**src/timer0_defines.vh**
```
// register indices, field positions and codes of the 8-bit timer block
`ifndef TIMER0_DEFINES_VH
`define TIMER0_DEFINES_VH

// ----------------------------------------
// register indices (byte address = 4 * index)
// ----------------------------------------
`define IDX_CONTROL_A     6'h30
`define IDX_CONTROL_B     6'h33
`define IDX_COUNT_VALUE   6'h34
`define IDX_COMPARE_A     6'h35
`define IDX_COMPARE_B     6'h36
`define IDX_EVENT_FLAGS   6'h37
`define IDX_PIN_DIRECTION 6'h38

// ----------------------------------------
// field positions
// ----------------------------------------
`define CA_ACT_A_HI   7
`define CA_ACT_A_LO   6
`define CA_ACT_B_HI   5
`define CA_ACT_B_LO   4
`define CA_WGM_HI     1
`define CA_WGM_LO     0
`define CB_FORCE_A    7
`define CB_FORCE_B    6
`define CB_WGM2       3
`define CB_CS_HI      2
`define CB_CS_LO      0
`define FL_MATCH_B    2
`define FL_OVERFLOW   1
`define FL_MATCH_A    0
`define DIR_A         0
`define DIR_B         1

// ----------------------------------------
// modes, clock sources, actions
// ----------------------------------------
`define MODE_NORMAL   3'h0
`define MODE_PC_FF    3'h1
`define MODE_CTC      3'h2
`define MODE_FAST_FF  3'h3
`define MODE_PC_OCR   3'h5
`define MODE_FAST_OCR 3'h7
`define CS_STOP       3'h0
`define CS_DIV1       3'h1
`define CS_DIV8       3'h2
`define CS_DIV64      3'h3
`define CS_DIV256     3'h4
`define CS_DIV1024    3'h5
`define CS_EXT_FALL   3'h6
`define CS_EXT_RISE   3'h7
`define ACT_OFF       2'h0
`define ACT_TOGGLE    2'h1
`define ACT_CLEAR     2'h2
`define ACT_SET       2'h3
`define KIND_PLAIN    2'h0
`define KIND_FAST     2'h1
`define KIND_PC       2'h2

// ----------------------------------------
// values
// ----------------------------------------
`define COUNT_MAX     8'hff
`define COUNT_BOTTOM  8'h00
`define BYTE_ZERO     8'h00
`define WORD_ZERO     32'h0000_0000
`define PRESC_ZERO    10'h000
`define PRESC_ONE     10'h001
`define RESP_OKAY     2'h0
`define RESP_SLVERR   2'h2

`endif

```
**src/timer0_waveform_control.v**
```verilog
// 8-bit timer/counter with two compare channels behind an AXI4-Lite slave
//
// Summary of operation
// - nonzero output b action takes over pin when its pin direction bit is set
// - non-pwm actions: off, toggle, clear, set
// - fast pwm: clear/set on match, reverse at top
// - compare at top: ignore match, act at top
// - phase correct: opposite actions up and down
// - reserved control bits read as zero
// - waveform select picks mode and top
// - compare writes immediate, buffered in pwm modes
// - overflow flag at max, bottom or top
// - normal, clear-on-match, fast and phase pwm
// - force strobe applies action in non-pwm only
// - forced compare sets no flag, no clear
// - force strobe bits read as zero
// - clock select: stop, prescaler taps, external edges
// - external pin counts even when driven
// - counter readable, writable; write blocks next match
// - compare levels compared with counter continuously
// - match flags set by hardware, cleared by ack/one
`timescale 1ns/10ps
`default_nettype none
`include "timer0_defines.vh"

module timer0_waveform_control (
    input  wire        aclk,
    input  wire        aresetn,
    input  wire [7:0]  s_axi_awaddr,
    input  wire        s_axi_awvalid,
    output reg         s_axi_awready,
    input  wire [31:0] s_axi_wdata,
    input  wire [3:0]  s_axi_wstrb,
    input  wire        s_axi_wvalid,
    output reg         s_axi_wready,
    output reg  [1:0]  s_axi_bresp,
    output reg         s_axi_bvalid,
    input  wire        s_axi_bready,
    input  wire [7:0]  s_axi_araddr,
    input  wire        s_axi_arvalid,
    output reg         s_axi_arready,
    output reg  [31:0] s_axi_rdata,
    output reg  [1:0]  s_axi_rresp,
    output reg         s_axi_rvalid,
    input  wire        s_axi_rready,
    input  wire        external_count_pin,
    input  wire        ack_match_a,
    input  wire        ack_overflow,
    input  wire        ack_match_b,
    output reg         wave_out_a,
    output reg         wave_out_a_oe_n,
    output reg         wave_out_b,
    output reg         wave_out_b_oe_n,
    output reg         match_flag_a,
    output reg         overflow_flag,
    output reg         match_flag_b
);

    // ----------------------------------------
    // state
    // ----------------------------------------
    reg [1:0]  output_a_action;
    reg [1:0]  output_b_action;
    reg [1:0]  waveform_lo;
    reg        waveform_hi;
    reg [2:0]  clock_source_select;
    reg [7:0]  timer_count_value;
    reg [7:0]  compare_buf_a;
    reg [7:0]  compare_level_a;
    reg [7:0]  compare_buf_b;
    reg [7:0]  compare_level_b;
    reg [1:0]  pin_direction;
    reg        count_up;
    reg        block_match;
    reg [9:0]  prescale;
    reg        ext_s1;
    reg        ext_s2;
    reg        ext_s3;
    reg        aw_got;
    reg        w_got;
    reg [7:0]  aw_addr;
    reg [31:0] w_data;
    reg [3:0]  w_strb;

    // ----------------------------------------
    // functions
    // ----------------------------------------
    function tick_of;
        input [2:0] cs;
        input [9:0] pre;
        input       rise;
        input       fall;
        begin
            case (cs)
                `CS_DIV1:     tick_of = 1'b1;
                `CS_DIV8:     tick_of = &pre[2:0];
                `CS_DIV64:    tick_of = &pre[5:0];
                `CS_DIV256:   tick_of = &pre[7:0];
                `CS_DIV1024:  tick_of = &pre[9:0];
                `CS_EXT_FALL: tick_of = fall;
                `CS_EXT_RISE: tick_of = rise;
                default:      tick_of = 1'b0;
            endcase
        end
    endfunction

    function wave_step;
        input       cur;
        input [1:0] act;
        input       hit;
        input       at_t;
        input       up;
        input [1:0] kind;
        input       eqtop;
        input       tog;
        begin
            wave_step = cur;
            case (kind)
                `KIND_PLAIN: begin
                    if (hit && act == `ACT_TOGGLE)
                        wave_step = ~cur;
                    else if (hit && act[1])
                        wave_step = act[0];
                end
                `KIND_FAST: begin
                    if (hit && tog && act == `ACT_TOGGLE)
                        wave_step = ~cur;
                    else if (act[1] && at_t)
                        wave_step = ~act[0];
                    else if (act[1] && hit && !eqtop)
                        wave_step = act[0];
                end
                `KIND_PC: begin
                    if (hit && tog && act == `ACT_TOGGLE)
                        wave_step = ~cur;
                    else if (act[1] && hit && !eqtop)
                        wave_step = up ? act[0] : ~act[0];
                    else if (act[1] && at_t && eqtop)
                        wave_step = ~act[0];
                end
                default: wave_step = cur;
            endcase
        end
    endfunction

    // ----------------------------------------
    // mode decode
    // ----------------------------------------
    wire [2:0] mode      = {waveform_hi, waveform_lo};
    wire       is_pc     = (mode == `MODE_PC_FF) || (mode == `MODE_PC_OCR);
    wire       is_fast   = (mode == `MODE_FAST_FF) || (mode == `MODE_FAST_OCR);
    wire       is_pwm    = is_pc || is_fast;
    wire       top_is_a  = (mode == `MODE_CTC) || (mode == `MODE_PC_OCR) ||
                           (mode == `MODE_FAST_OCR);
    wire [7:0] top_value = top_is_a ? compare_level_a : `COUNT_MAX;
    wire [1:0] kind      = is_fast ? `KIND_FAST : (is_pc ? `KIND_PC : `KIND_PLAIN);
    wire       at_top    = (timer_count_value == top_value);

    // the pin is read only after two stages, so counting works even when
    // the same pin is being driven by software
    wire tick = tick_of(clock_source_select, prescale,
                        ext_s2 & ~ext_s3, ~ext_s2 & ext_s3);

    wire match_a = tick && !block_match && (timer_count_value == compare_level_a);
    wire match_b = tick && !block_match && (timer_count_value == compare_level_b);
    wire top_ev  = tick && at_top;
    wire ovf_ev  = (mode == `MODE_FAST_OCR) ? top_ev :
                   (is_pc ? (tick && timer_count_value == `COUNT_BOTTOM) :
                            (tick && timer_count_value == `COUNT_MAX));

    // ----------------------------------------
    // register write decode
    // ----------------------------------------
    wire       wr_go  = aw_got && w_got && !s_axi_bvalid;
    wire       wr_en  = wr_go && w_strb[0];
    wire [5:0] wr_idx = aw_addr[7:2];
    wire [7:0] wr_dat = w_data[7:0];
    wire       wr_ok  = (wr_idx == `IDX_CONTROL_A) || (wr_idx == `IDX_CONTROL_B) ||
                        (wr_idx == `IDX_COUNT_VALUE) || (wr_idx == `IDX_COMPARE_A) ||
                        (wr_idx == `IDX_COMPARE_B) || (wr_idx == `IDX_EVENT_FLAGS) ||
                        (wr_idx == `IDX_PIN_DIRECTION);
    wire wr_ctl_b  = wr_en && wr_idx == `IDX_CONTROL_B;
    wire wr_count  = wr_en && wr_idx == `IDX_COUNT_VALUE;
    wire wr_cmp_a  = wr_en && wr_idx == `IDX_COMPARE_A;
    wire wr_cmp_b  = wr_en && wr_idx == `IDX_COMPARE_B;
    wire wr_flags  = wr_en && wr_idx == `IDX_EVENT_FLAGS;

    // strobes only act outside pwm; they never reach the flags or the counter
    wire force_a = wr_ctl_b && wr_dat[`CB_FORCE_A] && !is_pwm;
    wire force_b = wr_ctl_b && wr_dat[`CB_FORCE_B] && !is_pwm;

    // ----------------------------------------
    // read decode
    // ----------------------------------------
    reg [7:0] rd_byte;
    reg       rd_ok;
    wire [5:0] rd_idx = s_axi_araddr[7:2];
    always @* begin
        rd_ok   = 1'b1;
        rd_byte = `BYTE_ZERO;
        if (rd_idx == `IDX_CONTROL_A) begin
            rd_byte = {output_a_action, output_b_action, 2'h0, waveform_lo};
        end else if (rd_idx == `IDX_CONTROL_B) begin
            rd_byte = {4'h0, waveform_hi, clock_source_select};
        end else if (rd_idx == `IDX_COUNT_VALUE) begin
            rd_byte = timer_count_value;
        end else if (rd_idx == `IDX_COMPARE_A) begin
            rd_byte = compare_buf_a;
        end else if (rd_idx == `IDX_COMPARE_B) begin
            rd_byte = compare_buf_b;
        end else if (rd_idx == `IDX_EVENT_FLAGS) begin
            rd_byte = {5'h00, match_flag_b, overflow_flag, match_flag_a};
        end else if (rd_idx == `IDX_PIN_DIRECTION) begin
            rd_byte = {6'h00, pin_direction};
        end else begin
            rd_ok = 1'b0;
        end
    end

    // ----------------------------------------
    // axi4-lite slave
    // ----------------------------------------
    always @(posedge aclk) begin
        if (!aresetn) begin
            s_axi_awready <= 1'b0;
            s_axi_wready  <= 1'b0;
            s_axi_bvalid  <= 1'b0;
            s_axi_bresp   <= `RESP_OKAY;
            s_axi_arready <= 1'b0;
            s_axi_rvalid  <= 1'b0;
            s_axi_rresp   <= `RESP_OKAY;
            s_axi_rdata   <= `WORD_ZERO;
            aw_got        <= 1'b0;
            w_got         <= 1'b0;
            aw_addr       <= `BYTE_ZERO;
            w_data        <= `WORD_ZERO;
            w_strb        <= 4'h0;
        end else begin
            if (!aw_got && !s_axi_awready)
                s_axi_awready <= 1'b1;
            if (!w_got && !s_axi_wready)
                s_axi_wready <= 1'b1;
            if (s_axi_awvalid && s_axi_awready) begin
                aw_got        <= 1'b1;
                aw_addr       <= s_axi_awaddr;
                s_axi_awready <= 1'b0;
            end
            if (s_axi_wvalid && s_axi_wready) begin
                w_got        <= 1'b1;
                w_data       <= s_axi_wdata;
                w_strb       <= s_axi_wstrb;
                s_axi_wready <= 1'b0;
            end
            if (wr_go) begin
                s_axi_bvalid <= 1'b1;
                s_axi_bresp  <= wr_ok ? `RESP_OKAY : `RESP_SLVERR;
            end
            if (s_axi_bvalid && s_axi_bready) begin
                s_axi_bvalid <= 1'b0;
                aw_got       <= 1'b0;
                w_got        <= 1'b0;
            end
            if (!s_axi_rvalid && !s_axi_arready)
                s_axi_arready <= 1'b1;
            if (s_axi_arvalid && s_axi_arready) begin
                s_axi_arready <= 1'b0;
                s_axi_rvalid  <= 1'b1;
                s_axi_rdata   <= {24'h00_0000, rd_byte};
                s_axi_rresp   <= rd_ok ? `RESP_OKAY : `RESP_SLVERR;
            end
            if (s_axi_rvalid && s_axi_rready)
                s_axi_rvalid <= 1'b0;
        end
    end

    // ----------------------------------------
    // control registers and compare buffers
    // ----------------------------------------
    always @(posedge aclk) begin
        if (!aresetn) begin
            output_a_action     <= `ACT_OFF;
            output_b_action     <= `ACT_OFF;
            waveform_lo         <= 2'h0;
            waveform_hi         <= 1'b0;
            clock_source_select <= `CS_STOP;
            compare_buf_a       <= `BYTE_ZERO;
            compare_level_a     <= `BYTE_ZERO;
            compare_buf_b       <= `BYTE_ZERO;
            compare_level_b     <= `BYTE_ZERO;
            pin_direction       <= 2'h0;
        end else begin
            if (wr_en && wr_idx == `IDX_CONTROL_A) begin
                output_a_action <= wr_dat[`CA_ACT_A_HI:`CA_ACT_A_LO];
                output_b_action <= wr_dat[`CA_ACT_B_HI:`CA_ACT_B_LO];
                waveform_lo     <= wr_dat[`CA_WGM_HI:`CA_WGM_LO];
            end
            if (wr_ctl_b) begin
                waveform_hi         <= wr_dat[`CB_WGM2];
                clock_source_select <= wr_dat[`CB_CS_HI:`CB_CS_LO];
            end
            if (wr_en && wr_idx == `IDX_PIN_DIRECTION)
                pin_direction <= wr_dat[1:0];
            if (wr_cmp_a)
                compare_buf_a <= wr_dat;
            if (wr_cmp_b)
                compare_buf_b <= wr_dat;
            // pwm modes pick up the buffer at top so a period is never torn
            if (!is_pwm) begin
                compare_level_a <= wr_cmp_a ? wr_dat : compare_buf_a;
                compare_level_b <= wr_cmp_b ? wr_dat : compare_buf_b;
            end else if (top_ev) begin
                compare_level_a <= compare_buf_a;
                compare_level_b <= compare_buf_b;
            end
        end
    end

    // ----------------------------------------
    // prescaler, pin synchroniser, counter
    // ----------------------------------------
    always @(posedge aclk) begin
        if (!aresetn) begin
            prescale          <= `PRESC_ZERO;
            ext_s1            <= 1'b0;
            ext_s2            <= 1'b0;
            ext_s3            <= 1'b0;
            timer_count_value <= `COUNT_BOTTOM;
            count_up          <= 1'b1;
            block_match       <= 1'b0;
        end else begin
            prescale <= prescale + `PRESC_ONE;
            ext_s1   <= external_count_pin;
            ext_s2   <= ext_s1;
            ext_s3   <= ext_s2;
            if (tick)
                block_match <= 1'b0;
            if (wr_count) begin
                timer_count_value <= wr_dat;
                block_match       <= 1'b1;
            end else if (tick) begin
                if (is_pc) begin
                    if (count_up && at_top) begin
                        count_up          <= 1'b0;
                        timer_count_value <= timer_count_value - 8'h01;
                    end else if (!count_up && timer_count_value == `COUNT_BOTTOM) begin
                        count_up          <= 1'b1;
                        timer_count_value <= timer_count_value + 8'h01;
                    end else if (count_up) begin
                        timer_count_value <= timer_count_value + 8'h01;
                    end else begin
                        timer_count_value <= timer_count_value - 8'h01;
                    end
                end else begin
                    count_up <= 1'b1;
                    if ((is_fast || mode == `MODE_CTC) && at_top)
                        timer_count_value <= `COUNT_BOTTOM;
                    else
                        timer_count_value <= timer_count_value + 8'h01;
                end
            end
        end
    end

    // ----------------------------------------
    // flags, set wins over clear
    // ----------------------------------------
    always @(posedge aclk) begin
        if (!aresetn) begin
            match_flag_a  <= 1'b0;
            overflow_flag <= 1'b0;
            match_flag_b  <= 1'b0;
        end else begin
            if (match_a)
                match_flag_a <= 1'b1;
            else if (ack_match_a || (wr_flags && wr_dat[`FL_MATCH_A]))
                match_flag_a <= 1'b0;
            if (ovf_ev)
                overflow_flag <= 1'b1;
            else if (ack_overflow || (wr_flags && wr_dat[`FL_OVERFLOW]))
                overflow_flag <= 1'b0;
            if (match_b)
                match_flag_b <= 1'b1;
            else if (ack_match_b || (wr_flags && wr_dat[`FL_MATCH_B]))
                match_flag_b <= 1'b0;
        end
    end

    // ----------------------------------------
    // waveform outputs and pin enables
    // ----------------------------------------
    always @(posedge aclk) begin
        if (!aresetn) begin
            wave_out_a      <= 1'b0;
            wave_out_b      <= 1'b0;
            wave_out_a_oe_n <= 1'b1;
            wave_out_b_oe_n <= 1'b1;
        end else begin
            wave_out_a <= wave_step(wave_out_a, output_a_action, match_a || force_a,
                                    top_ev, count_up, kind,
                                    compare_level_a == top_value, waveform_hi);
            // channel b has no toggle in pwm modes, that code is reserved
            wave_out_b <= wave_step(wave_out_b, output_b_action, match_b || force_b,
                                    top_ev, count_up, kind,
                                    compare_level_b == top_value, 1'b0);
            wave_out_a_oe_n <= !(pin_direction[`DIR_A] && output_a_action != `ACT_OFF);
            wave_out_b_oe_n <= !(pin_direction[`DIR_B] &&
                                 output_b_action != `ACT_OFF);
        end
    end

endmodule // timer0_waveform_control
`default_nettype wire

```
**config.mk**
```make
export PLATFORM = sky130hd
export DESIGN_NAME = timer0_waveform_control
export DESIGN_NICKNAME = d
export VERILOG_FILES = /design/src/timer0_waveform_control.v
export VERILOG_INCLUDE_DIRS = /design/src
export SDC_FILE = /design/constraint.sdc
export NUM_CORES = 1
export LEC_CHECK = 0
export BUFFER_PORTS_ARGS = -buffer_cell sky130_fd_sc_hd__buf_4
export CAP_MARGIN = 30
export CELL_PAD_IN_SITES_DETAIL_PLACEMENT = 0
export CELL_PAD_IN_SITES_GLOBAL_PLACEMENT = 2
export CORE_MARGIN = 2
export CORE_UTILIZATION = 35
export CTS_CLUSTER_DIAMETER = 30
export CTS_CLUSTER_SIZE = 30
export DETAILED_ROUTE_END_ITERATION = 8
export GPL_ROUTABILITY_DRIVEN = 1
export PLACE_DENSITY = 0.95
export SKIP_CTS_REPAIR_TIMING = 1
export SLEW_MARGIN = 5
export SYNTH_ARGS = -nofsm -noshare
export SYNTH_HDL_FRONTEND = slang
export SYNTH_SLANG_ARGS = --single-unit
export TNS_END_PERCENT = 20
```
**constraint.sdc**
```tcl
create_clock -name aclk -period 8.9 [get_ports aclk]
set_input_delay 1.335 -clock aclk [delete_from_list [all_inputs] [get_ports aclk]]
set_output_delay 1.335 -clock aclk [all_outputs]
set_load 0.01 [all_outputs]
```
== Word level (Yosys, flattened, before mapping) ==
Index checks and enable logic that the tools add are counted.
Cells by class
  bitwise gates (word level): 10
  add/sub/neg operators: 3
  reductions and logical operators: 100
  muxes and demuxes: 64
  equality and inequality tests: 44
Operator list (number)
  8-bit 2-to-1 mux: 19
  6-bit == test (second input constant): 14
  1-bit logical AND: 48
  8-bit == test: 5
  1-bit 2-to-1 mux: 36
  3-bit == test (second input constant): 6
  1-bit logical OR: 17
  1-bit logical NOT: 14
  3-bit by 2-bit == test with 1-bit output (second input constant): 4
  3-bit inequality test (second input constant): 4
  2-bit nonzero test: 6
  10-bit by 1-bit adder with 10-bit output (second input constant): 1
  2-bit 2-to-1 mux: 5
  10-bit AND reduction: 1
  2-bit OR reduction: 5
  8-bit by 1-bit adder with 8-bit output (second input constant): 1
  8-bit == test (second input constant): 1
  8-bit logical NOT: 1
  4-bit inequality test (second input constant): 2
  1-bit NOT: 8
  4-bit AND reduction: 2
  8-bit AND reduction: 1
  8-bit by 1-bit subtractor with 8-bit output (second input constant): 1
  1-bit case mux with 7 select lines: 1
  other kinds (12): 18
Storage, ports and cells
  bits of input ports: 63
  flip-flop bits (word level): 110

== Logic depth before layout (Yosys ltp) ==
Gate-level depths: netlist of run 1.
  depth in word-level cells: 13
  gate-level depth with buffers: 12
  gate-level depth less buffers: 10

== Least setup slack after synthesis of run 1 ==
Ideal clock, no wire load.
  path type: register to register
  start point: reg waveform_lo[0]
  end point: reg timer_count_value[5]
  clock period less this slack: 2.867 ns
  slack: 6.033 ns
  data arrival time: 2.747 ns
  cell stages (with the launch flop): 11
  library setup time: 0.120 ns
  path buffers: 2
  path through: dfxtp_1 buf_6 or3b_1 buf_2 a2111oi_0 a311oi_1 nor4_4 mux2i_1 o31ai_1 and3b_1 o31a_1
Between the ends
  cells in the longest elaborated chain, start to end: 10
RTL lines
  from (decl): RTL line timer0_waveform_control.v:64  | reg [1:0] waveform_lo;
  from (signal assigned): RTL line timer0_waveform_control.v:295  | waveform_lo <= wr_dat[`CA_WGM_HI:`CA_WGM_LO];
  3-bit by 2-bit == test with 1-bit output (no line) / 3-bit == test (equally long branches)
  1-bit logical OR (2 in a row): RTL line timer0_waveform_control.v:153  | wire top_is_a = (mode == `MODE_CTC) || (mode == `MODE_PC_OCR) ||
  8-bit 2-to-1 mux (no line)
  8-bit == test: RTL line timer0_waveform_control.v:157  | wire at_top = (timer_count_value == top_value);
  1-bit logical AND (on tied branches): RTL line timer0_waveform_control.v:355, timer0_waveform_control.v:342
  8-bit 2-to-1 mux (on tied branches): RTL line timer0_waveform_control.v:355, timer0_waveform_control.v:342
  8-bit 2-to-1 mux (*): RTL line timer0_waveform_control.v:341  | if (is_pc) begin
  8-bit 2-to-1 mux (*): RTL line timer0_waveform_control.v:340  | end else if (tick) begin
  8-bit 2-to-1 mux (*): RTL line timer0_waveform_control.v:337  | if (wr_count) begin
  to (signal assigned): RTL line timer0_waveform_control.v:338  | timer_count_value <= wr_dat;
  to (signal assigned): RTL line timer0_waveform_control.v:344  | timer_count_value <= timer_count_value - 8'h01;
  to (signal assigned): RTL line timer0_waveform_control.v:356  | timer_count_value <= `COUNT_BOTTOM;
  to (decl): RTL line timer0_waveform_control.v:67  | reg [7:0] timer_count_value;
Mark *: on every way between the ends. The rest lies on a longest branch, timed or not. The select of a mux whose other input is x is not followed.
A chain may end at the register's enable or synchronous reset.

== Worst setup path in the final report of run 1 ==
  start point: reg waveform_lo[1]
  end point: reg timer_count_value[6]
Same word-level chain as after synthesis.

==> summary.md, run 1 <==
| Metric | Value |
|---|---|
| Wire length after detailed routing | 17820 um |
| Sequential cell area | 2122 um^2 |
| Die area | 18200 um^2 |
| Fraction of synthesis flops using an asynchronous set or reset pin | 0% |
| Leading cell types in the layout, fill and taps excluded | dfxtp_1, nand2_1, nor2_1 |
| Tightest hold margin | 0.4349 ns |
| Netlist Area Pre-Place | 5998 um^2 |
| Startpoint types | flop |
| Element type at the critical path end | flop |
| IO Pins | 111 |
| Top cells by area, synth | dfxtp_1, mux2i_1, nand2_1, nor2_1, buf_4 |
| Area share of and/or/nand/nor cells after synthesis | 22.82% |
| Smallest setup slack after layout | 5.133 ns |
| Vias/cell | 5.517 |
| Max-cap violation count | 0 |
| Area taken by multi-input logic gates | 3502 um^2 |
| Most common cell after layout, fill and taps aside | dfxtp_1 |
| Distinct cells, synth | 71 |
| Initial antenna violation count | 0 |
| Synth Register Bits | 106 |
| First-pass GRT wire length | 27810 um |
| Initial core utilization | 36.04% |
| Share of the synthesized area in the top cell type | 35.38% |
| Maximum fanout along the worst path | 19 |
| Achievable clock frequency | 265.5 MHz |
| Setup TNS Final | 0 ns |
| GRT overflow | 0 |
| Drt drc | 0 |
| Worst-case headroom to the max-slew limit | 39.99% |
| Clock sink count | 106 |
| Fraction of final layout cells sized beyond drive strength 1 | 13.93% |
| CP Class | reg2reg |
| Cell area power density | 144.3 nW/um^2 |
| Count of final setup violators | 0 |
| Final hold viol count | 0 |
| Total iterations of the first detailed-routing run | 5 |
| Post-Place Setup Slack | 5.201 ns |
| Clock tree from TritonCTS | done |
| Number of diodes | 0 |
| Mux contribution to synthesized area | 8.761% |
| Result of the run | completed |
| Data arrival at the endpoint of the critical path | 4.00 ns |
| Sequential cell area fraction in the yosys report | 35.38% |
| Number of filler instances in the final layout | 1692 |
| Routed via count | 5374 |
| Largest family of logic cells by synthesized area | simple AND/OR/NAND/NOR gates |
| CORE AREA | 16640 um^2 |
| Max H-tree Level | 3 |
| Area fraction in compound gates after synthesis | 19.82% |
| Clock root buffer | clkbuf_16 |
| Die X-Extent | 134.9 um |
| Post-route fraction of the period consumed by the critical path | 42.33% |
| Area overhead of the layout relative to synthesis | 11.93% |
| Tightest Pin Transition | 0.8926 ns |
| Net count of the finished layout | 818 |
| Wire per inst | 18.30 um |
| Number of global-route vias before repair | 4934 |
| Tot GR Track Use | 19.75% |
| Count of flip-flops with a built-in enable after synthesis | 0 |
| Clock buffers created by TritonCTS | 9 |
| HPWL reported at the end of detailed placement | 12320 um |
| Top cell type by total area after synthesis | dfxtp_1 |
| Xor and xnor fraction of the mapped netlist area | 4.234% |
| Number of slew-limit violations in the final report | 0 |
| Std cell rows | 47 |
| Type of the most critical hold path | reg2reg |
| Synthesized area divided by synthesized cell count | 8.183 um^2 |
| Unrepaired setup endpoints after global routing | false |
| Min cycle time layout | 3.767 ns |
| Count of synthesis-stage warnings from yosys | 0 |
| Last weighted congestion value of the routability-driven placer | 0.8257 |
| Most used DFF post-synth | dfxtp_1 |
| Adder-cell share of the synthesized area | 1.043% |
| Reported leakage power | 2.564 nW |
| Worst skew pair latency | 0.36 ns |
| Longest Clk Path Bufs | 2 |
| Pin count of the biggest net entering global routing | 64 |
| Highest ir drop seen on vdd | 0.1180 mV |
| Remaining antenna violation count | 0 |
| Gate count after technology mapping | 733 |
| Die H | 134.9 um |
| Clock-pin slew reported for the worst setup and hold paths after clock tree synthesis | 0.07 ns |
| Worst setup skew after layout | 0.01153 ns |
| Number of port buffers | 53 |
| Worst path required time | 9.13 ns |
| Number of DRC markers after the initial detailed-route iteration | 384 |
power by group:
group | leakage, nW | internal [mW] | switching (mW)
logic | 1.56 | 0.0260 | 0.0351
clock network | 0.144 | 0.221 | 0.191
registers | 0.859 | 0.484 | 0.0121
total | 2.56 | 0.731 | 0.238
per-layer routing:
layer	track usage, %	up-vias	share of wire (%)
li1	-	2642	-
met1	27.13	2519	46
met2	30.99	185	46
met3	3.416	28	6.0
met4	7.427	0	2.0
met5	0	-	0
stage by stage:
step / cells / power, mW / utilization, % / instance area, um^2
6_report: 974 / 0.9687 / 40.34 / 6714
5_1_grt: 974 / 1.004 / 40.34 / 6714
4_1_cts: 974 / 0.9764 / 40.34 / 6714
3_5_place_dp: 959 / 0.5687 / 38.54 / 6414
3_3_place_gp: 959 / 0.5681 / 38.54 / 6414
2_1_floorplan: 758 / 0.5469 / - / 6092
worst paths after layout:
| kind | end | start | cells after the start | slack (ns) |
|---|---|---|---|---|
| setup reg to reg | timer_count_value[6] | waveform_lo[1] | 9 | 5.13 |
| hold reg to reg | ext_s2 | ext_s1 | 1 | 0.43 |
| setup / recovery | timer_count_value[6] | waveform_lo[1] | 9 | 5.13 |
| hold / removal | ext_s2 | ext_s1 | 1 | 0.43 |
cell usage after synthesis (12+ instances only):
cell and instances:
dfxtp_1 106, and2_1 19, o21ai_0 27, inv_1 14, nor3_1 17, xor2_1 17, mux2i_1 30, clkbuf_1 45
a21oi_1 38, buf_4 26, nor2_1 69, xnor2_1 12, a311oi_1 14, nand2_1 75, mux2_2 16, a211oi_1 19
nand3_1 30
state kept, by name, indices dropped and copies added (netlist names), 2 cells and up:
signal / cells
output_a_action: 2
compare_level_b: 8
clock_source_select: 3
compare_buf_a: 8
output_b_action: 2
timer_count_value: 8
waveform_lo: 2
w_data: 8
aw_addr: 6
pin_direction: 2
compare_level_a: 8
prescale: 10
compare_buf_b: 8
s_axi_rdata: 8
kinds of logic (layout without fill, tap and decap cells):
family,Yosys count,in the layout
AND/OR/NAND/NOR,276,276
AO/OA/AOI/OAI,173,173
flip-flops,106,106
buffers and inverters,95,91
multiplexers,48,48
XOR/XNOR,29,29
adder cells (fa/ha/maj),5,5
other,1,26
final cells by class:
cell class,count,area share (%)
clock buffers,9,3.354
clock inverters,6,1.118
inverters,15,0.8386
multi-input cells,557,52.16
flip-flops and latches,106,31.61
well taps,220,4.100
repair buffers,61,6.821
critical path, stage by stage, from the launching register on:
cell	delay, ns
dfxtp_1	0.63
or3b_1	0.66
and2_1	0.40
a311oi_1	0.49
nor4_4	0.09
buf_4	0.24
o21ai_1	0.50
a21oi_1	0.08
a2111oi_0	0.45
nor2_1	0.09
(Power assumes the default switching activity.)
==> run 2: changes to the inputs <==
--- a/config.mk
+++ b/config.mk
@@ -11,12 +11,12 @@
 export CELL_PAD_IN_SITES_DETAIL_PLACEMENT = 0
 export CELL_PAD_IN_SITES_GLOBAL_PLACEMENT = 2
 export CORE_MARGIN = 2
-export CORE_UTILIZATION = 35
+export CORE_UTILIZATION = 33
 export CTS_CLUSTER_DIAMETER = 30
 export CTS_CLUSTER_SIZE = 30
 export DETAILED_ROUTE_END_ITERATION = 8
 export GPL_ROUTABILITY_DRIVEN = 1
-export PLACE_DENSITY = 0.95
+export PLACE_DENSITY = 0.92
 export SKIP_CTS_REPAIR_TIMING = 1
 export SLEW_MARGIN = 5
 export SYNTH_ARGS = -nofsm -noshare
==> constraint.sdc (replaced) <==
create_clock -name aclk -period 3.9 [get_ports aclk]
set_input_delay 0.585 -clock aclk [delete_from_list [all_inputs] [get_ports aclk]]
set_output_delay 0.585 -clock aclk [all_outputs]
set_load 0.01 [all_outputs]
==> run 2 against run 1 <==
  * Clock power grew 130%
  * Combinational power increased by 120%
  * Critical endpoint is now timer_count_value[7]
  * Maximum frequency grew 12%
  * Sequential share of layout area fell by 0.22 points
  * Power up 130%
  * Die area up 5.9%
  * Highest routed layer is now met5
==> summary.md, run 2 (same netlist as run 1, synthesis figures left out) <==
| Metric | Value |
|---|---|
| Result of the run | completed (unchanged) |
| Highest ir drop seen on vdd | 0.2714 mV (was 0.1180 mV) |
| Hold path depth | 1 (unchanged) |
| Number of diodes | 0 (unchanged) |
| Cell family contributing the most delay on the critical path | simple AND/OR/NAND/NOR gates (was compound AO/OA/AOI/OAI gates) |
| Number of port buffers | 53 (unchanged) |
| Number of global-route vias before repair | 4966 (was 4934) |
| Wire per inst | 17.84 um (was 18.30 um) |
| Last weighted congestion value of the routability-driven placer | 0.8556 (was 0.8257) |
| GRT overflow | 0 (unchanged) |
| Worst-case headroom to the max-slew limit | 43.43% (was 39.99%) |
| Largest register FFs | 10 (unchanged) |
| Tightest hold margin | 0.4335 ns (was 0.4349 ns) |
| Total chip power | 2.206 mW (was 0.9687 mW) |
| Post-route fraction of the period consumed by the critical path | 86.55% (was 42.33%) |
| Vias/cell | 5.429 (was 5.517) |
| Max incr delay on CP | 0.64 ns (was 0.66 ns) |
| Remaining antenna violation count | 0 (unchanged) |
| Setup slack of the most critical reg-to-reg path | 0.52 ns (was 5.13 ns) |
| Fraction of the core area covered by cells at the end of the flow | 37.77% (was 40.34%) |
| IO Pins | 111 (unchanged) |
| Worst path required time | 4.18 ns (was 9.13 ns) |
| Routed via count | 5369 (was 5374) |
| Max-cap violation count | 0 (unchanged) |
| Clock sink count | 106 (unchanged) |
| Initial core utilization | 33.51% (was 36.04%) |
| Final hold viol count | 0 (unchanged) |
| Number of filler instances in the final layout | 1904 (was 1692) |
| Net count of the finished layout | 823 (was 818) |
| Tightest Pin Transition | 0.8408 ns (was 0.8926 ns) |
| Pin count of the biggest net entering global routing | 45 (was 64) |
| Total iterations of the first detailed-routing run | 5 (unchanged) |
| Sequential cell area | 2122 um^2 (unchanged) |
| CP startpoint | waveform_lo[0] (was waveform_lo[1]) |
| Die H | 138.8 um (was 134.9 um) |
| Worst reg2reg path endpoint | timer_count_value[7] (was timer_count_value[6]) |
| Initial antenna violation count | 1 (was 0) |
| Area overhead of the layout relative to synthesis | 12.72% (was 11.93%) |
| Instance count on the critical path | 9 (unchanged) |
| CP Class | reg2reg (unchanged) |
| Fraction of final layout cells sized beyond drive strength 1 | 14.61% (was 13.93%) |
| Startpoint types | flop (unchanged) |
| Max H-tree Level | 3 (unchanged) |
| Cell type of the slowest stage on the worst timing path | or3b_1 (unchanged) |
| Number of slew-limit violations in the final report | 0 (unchanged) |
| Leading cell types in the layout, fill and taps excluded | dfxtp_1, nand2_1, nor2_1 (unchanged) |
| Count of final setup violators | 0 (unchanged) |
| Tot GR Track Use | 18.13% (was 19.75%) |
| Reported leakage power | 2.594 nW (was 2.564 nW) |
| Setup TNS Final | 0 ns (unchanged) |
| Element type at the critical path end | flop (unchanged) |
| Most common cell after layout, fill and taps aside | dfxtp_1 (unchanged) |
| Unrepaired setup endpoints after global routing | false (unchanged) |
| Longest Clk Path Bufs | 2 (unchanged) |
| Critical R2R Launch | waveform_lo[0] (was waveform_lo[1]) |
| Area taken by multi-input logic gates | 3502 um^2 (unchanged) |
| End point of the critical path | timer_count_value[7] (was timer_count_value[6]) |
| Wire length after detailed routing | 17650 um (was 17820 um) |
| Die area | 19270 um^2 (was 18200 um^2) |
| Die X-Extent | 138.8 um (was 134.9 um) |
| Worst-path cell chain | or3b_1 > and2_1 > a311oi_1 > nor4_4 > buf_4 > a22o_2 > or3_1 > a31o_1 > a31oi_1 (was or3b_1 > and2_1 > a311oi_1 > nor4_4 > buf_4 > o21ai_1 > a21oi_1 > a2111oi_0 > nor2_1) |
| Clock root buffer | clkbuf_16 (unchanged) |
| Achievable clock frequency | 296.2 MHz (was 265.5 MHz) |
| Worst setup skew after layout | 0.006816 ns (was 0.01153 ns) |
| Type of the most critical hold path | reg2reg (unchanged) |
| First-pass GRT wire length | 28120 um (was 27810 um) |
| Post-route standard cell area excluding fillers | 6761 um^2 (was 6714 um^2) |
| Clock tree from TritonCTS | done (unchanged) |
| Post-placement cell area | 6460 um^2 (was 6414 um^2) |
| Count of buffer and inverter cells on the critical path | 1 (unchanged) |
| Maximum fanout along the worst path | 19 (unchanged) |
| CORE AREA | 17900 um^2 (was 16640 um^2) |
| Cell area power density | 326.3 nW/um^2 (was 144.3 nW/um^2) |
| Clock-pin slew reported for the worst setup and hold paths after clock tree synthesis | 0.07 ns (about the same) |
| Largest register by flop count | prescale (unchanged) |
| Min cycle time layout | 3.376 ns (was 3.767 ns) |
| Number of DRC markers after the initial detailed-route iteration | 366 (was 384) |
| HPWL reported at the end of detailed placement | 12630 um (was 12320 um) |
| Std cell rows | 49 (was 47) |
| Worst skew pair latency | 0.35 ns (was 0.36 ns) |
| Data arrival at the endpoint of the critical path | 3.65 ns (was 4.00 ns) |
| Drt drc | 0 (unchanged) |
| R2r worst-path depth | 9 (unchanged) |
| Clock buffers created by TritonCTS | 9 (unchanged) |
run 2: changes by cell type in the layout (fill, tap and decap cells not counted):
cell / previous run / this run
clkinv_2: 0 / 2
buf_2: 0 / 1
buf_4: 61 / 65
clkinv_4: 2 / 1
run 2: power breakdown:
group          total, mW  leakage (nW)  internal [mW]  switching [mW]
registers           1.13         0.859           1.10          0.0277
logic              0.137          1.59         0.0593          0.0782
clock network      0.937         0.148          0.504           0.433
run 2: through the flow:
step                instances  worst slack (ns)
floorplan                 758             1.033
global placement          972            0.5929
detailed placement        973            0.5863
CTS                       989            0.5603
global route              989            0.3080
finish                    989            0.5244
run 2: final cells by class:
class                      instances  area share (%)
clock inverter                     7           1.129
clock buffer                       9           3.331
tap                              229           4.238
timing repair buffer              66           7.291
inverter                          15          0.8327
multi-input combinational        557           51.80
sequential                       106           31.38
run 2: worst min path at each step:
stage / from / endpoint / slack [ns]
3_5_place_dp: ext_s1 / ext_s2 / 0.42
3_3_place_gp: ext_s1 / ext_s2 / 0.42
4_1_cts: external_count_pin / ext_s1 / 0.44
6_report: ext_s1 / ext_s2 / 0.43
5_1_grt: external_count_pin / ext_s1 / 0.45
2_1_floorplan: pin_direction[0] / wave_out_a_oe_n / 0.41
run 2: layer usage:
metal	vias to the layer above	GRT usage (%)	wire length (um)
li1	2639	-	-
met1	2530	25.42	8090
met2	172	28.44	8028
met3	26	3.349	1145
met4	2	5.476	376
met5	-	0	7
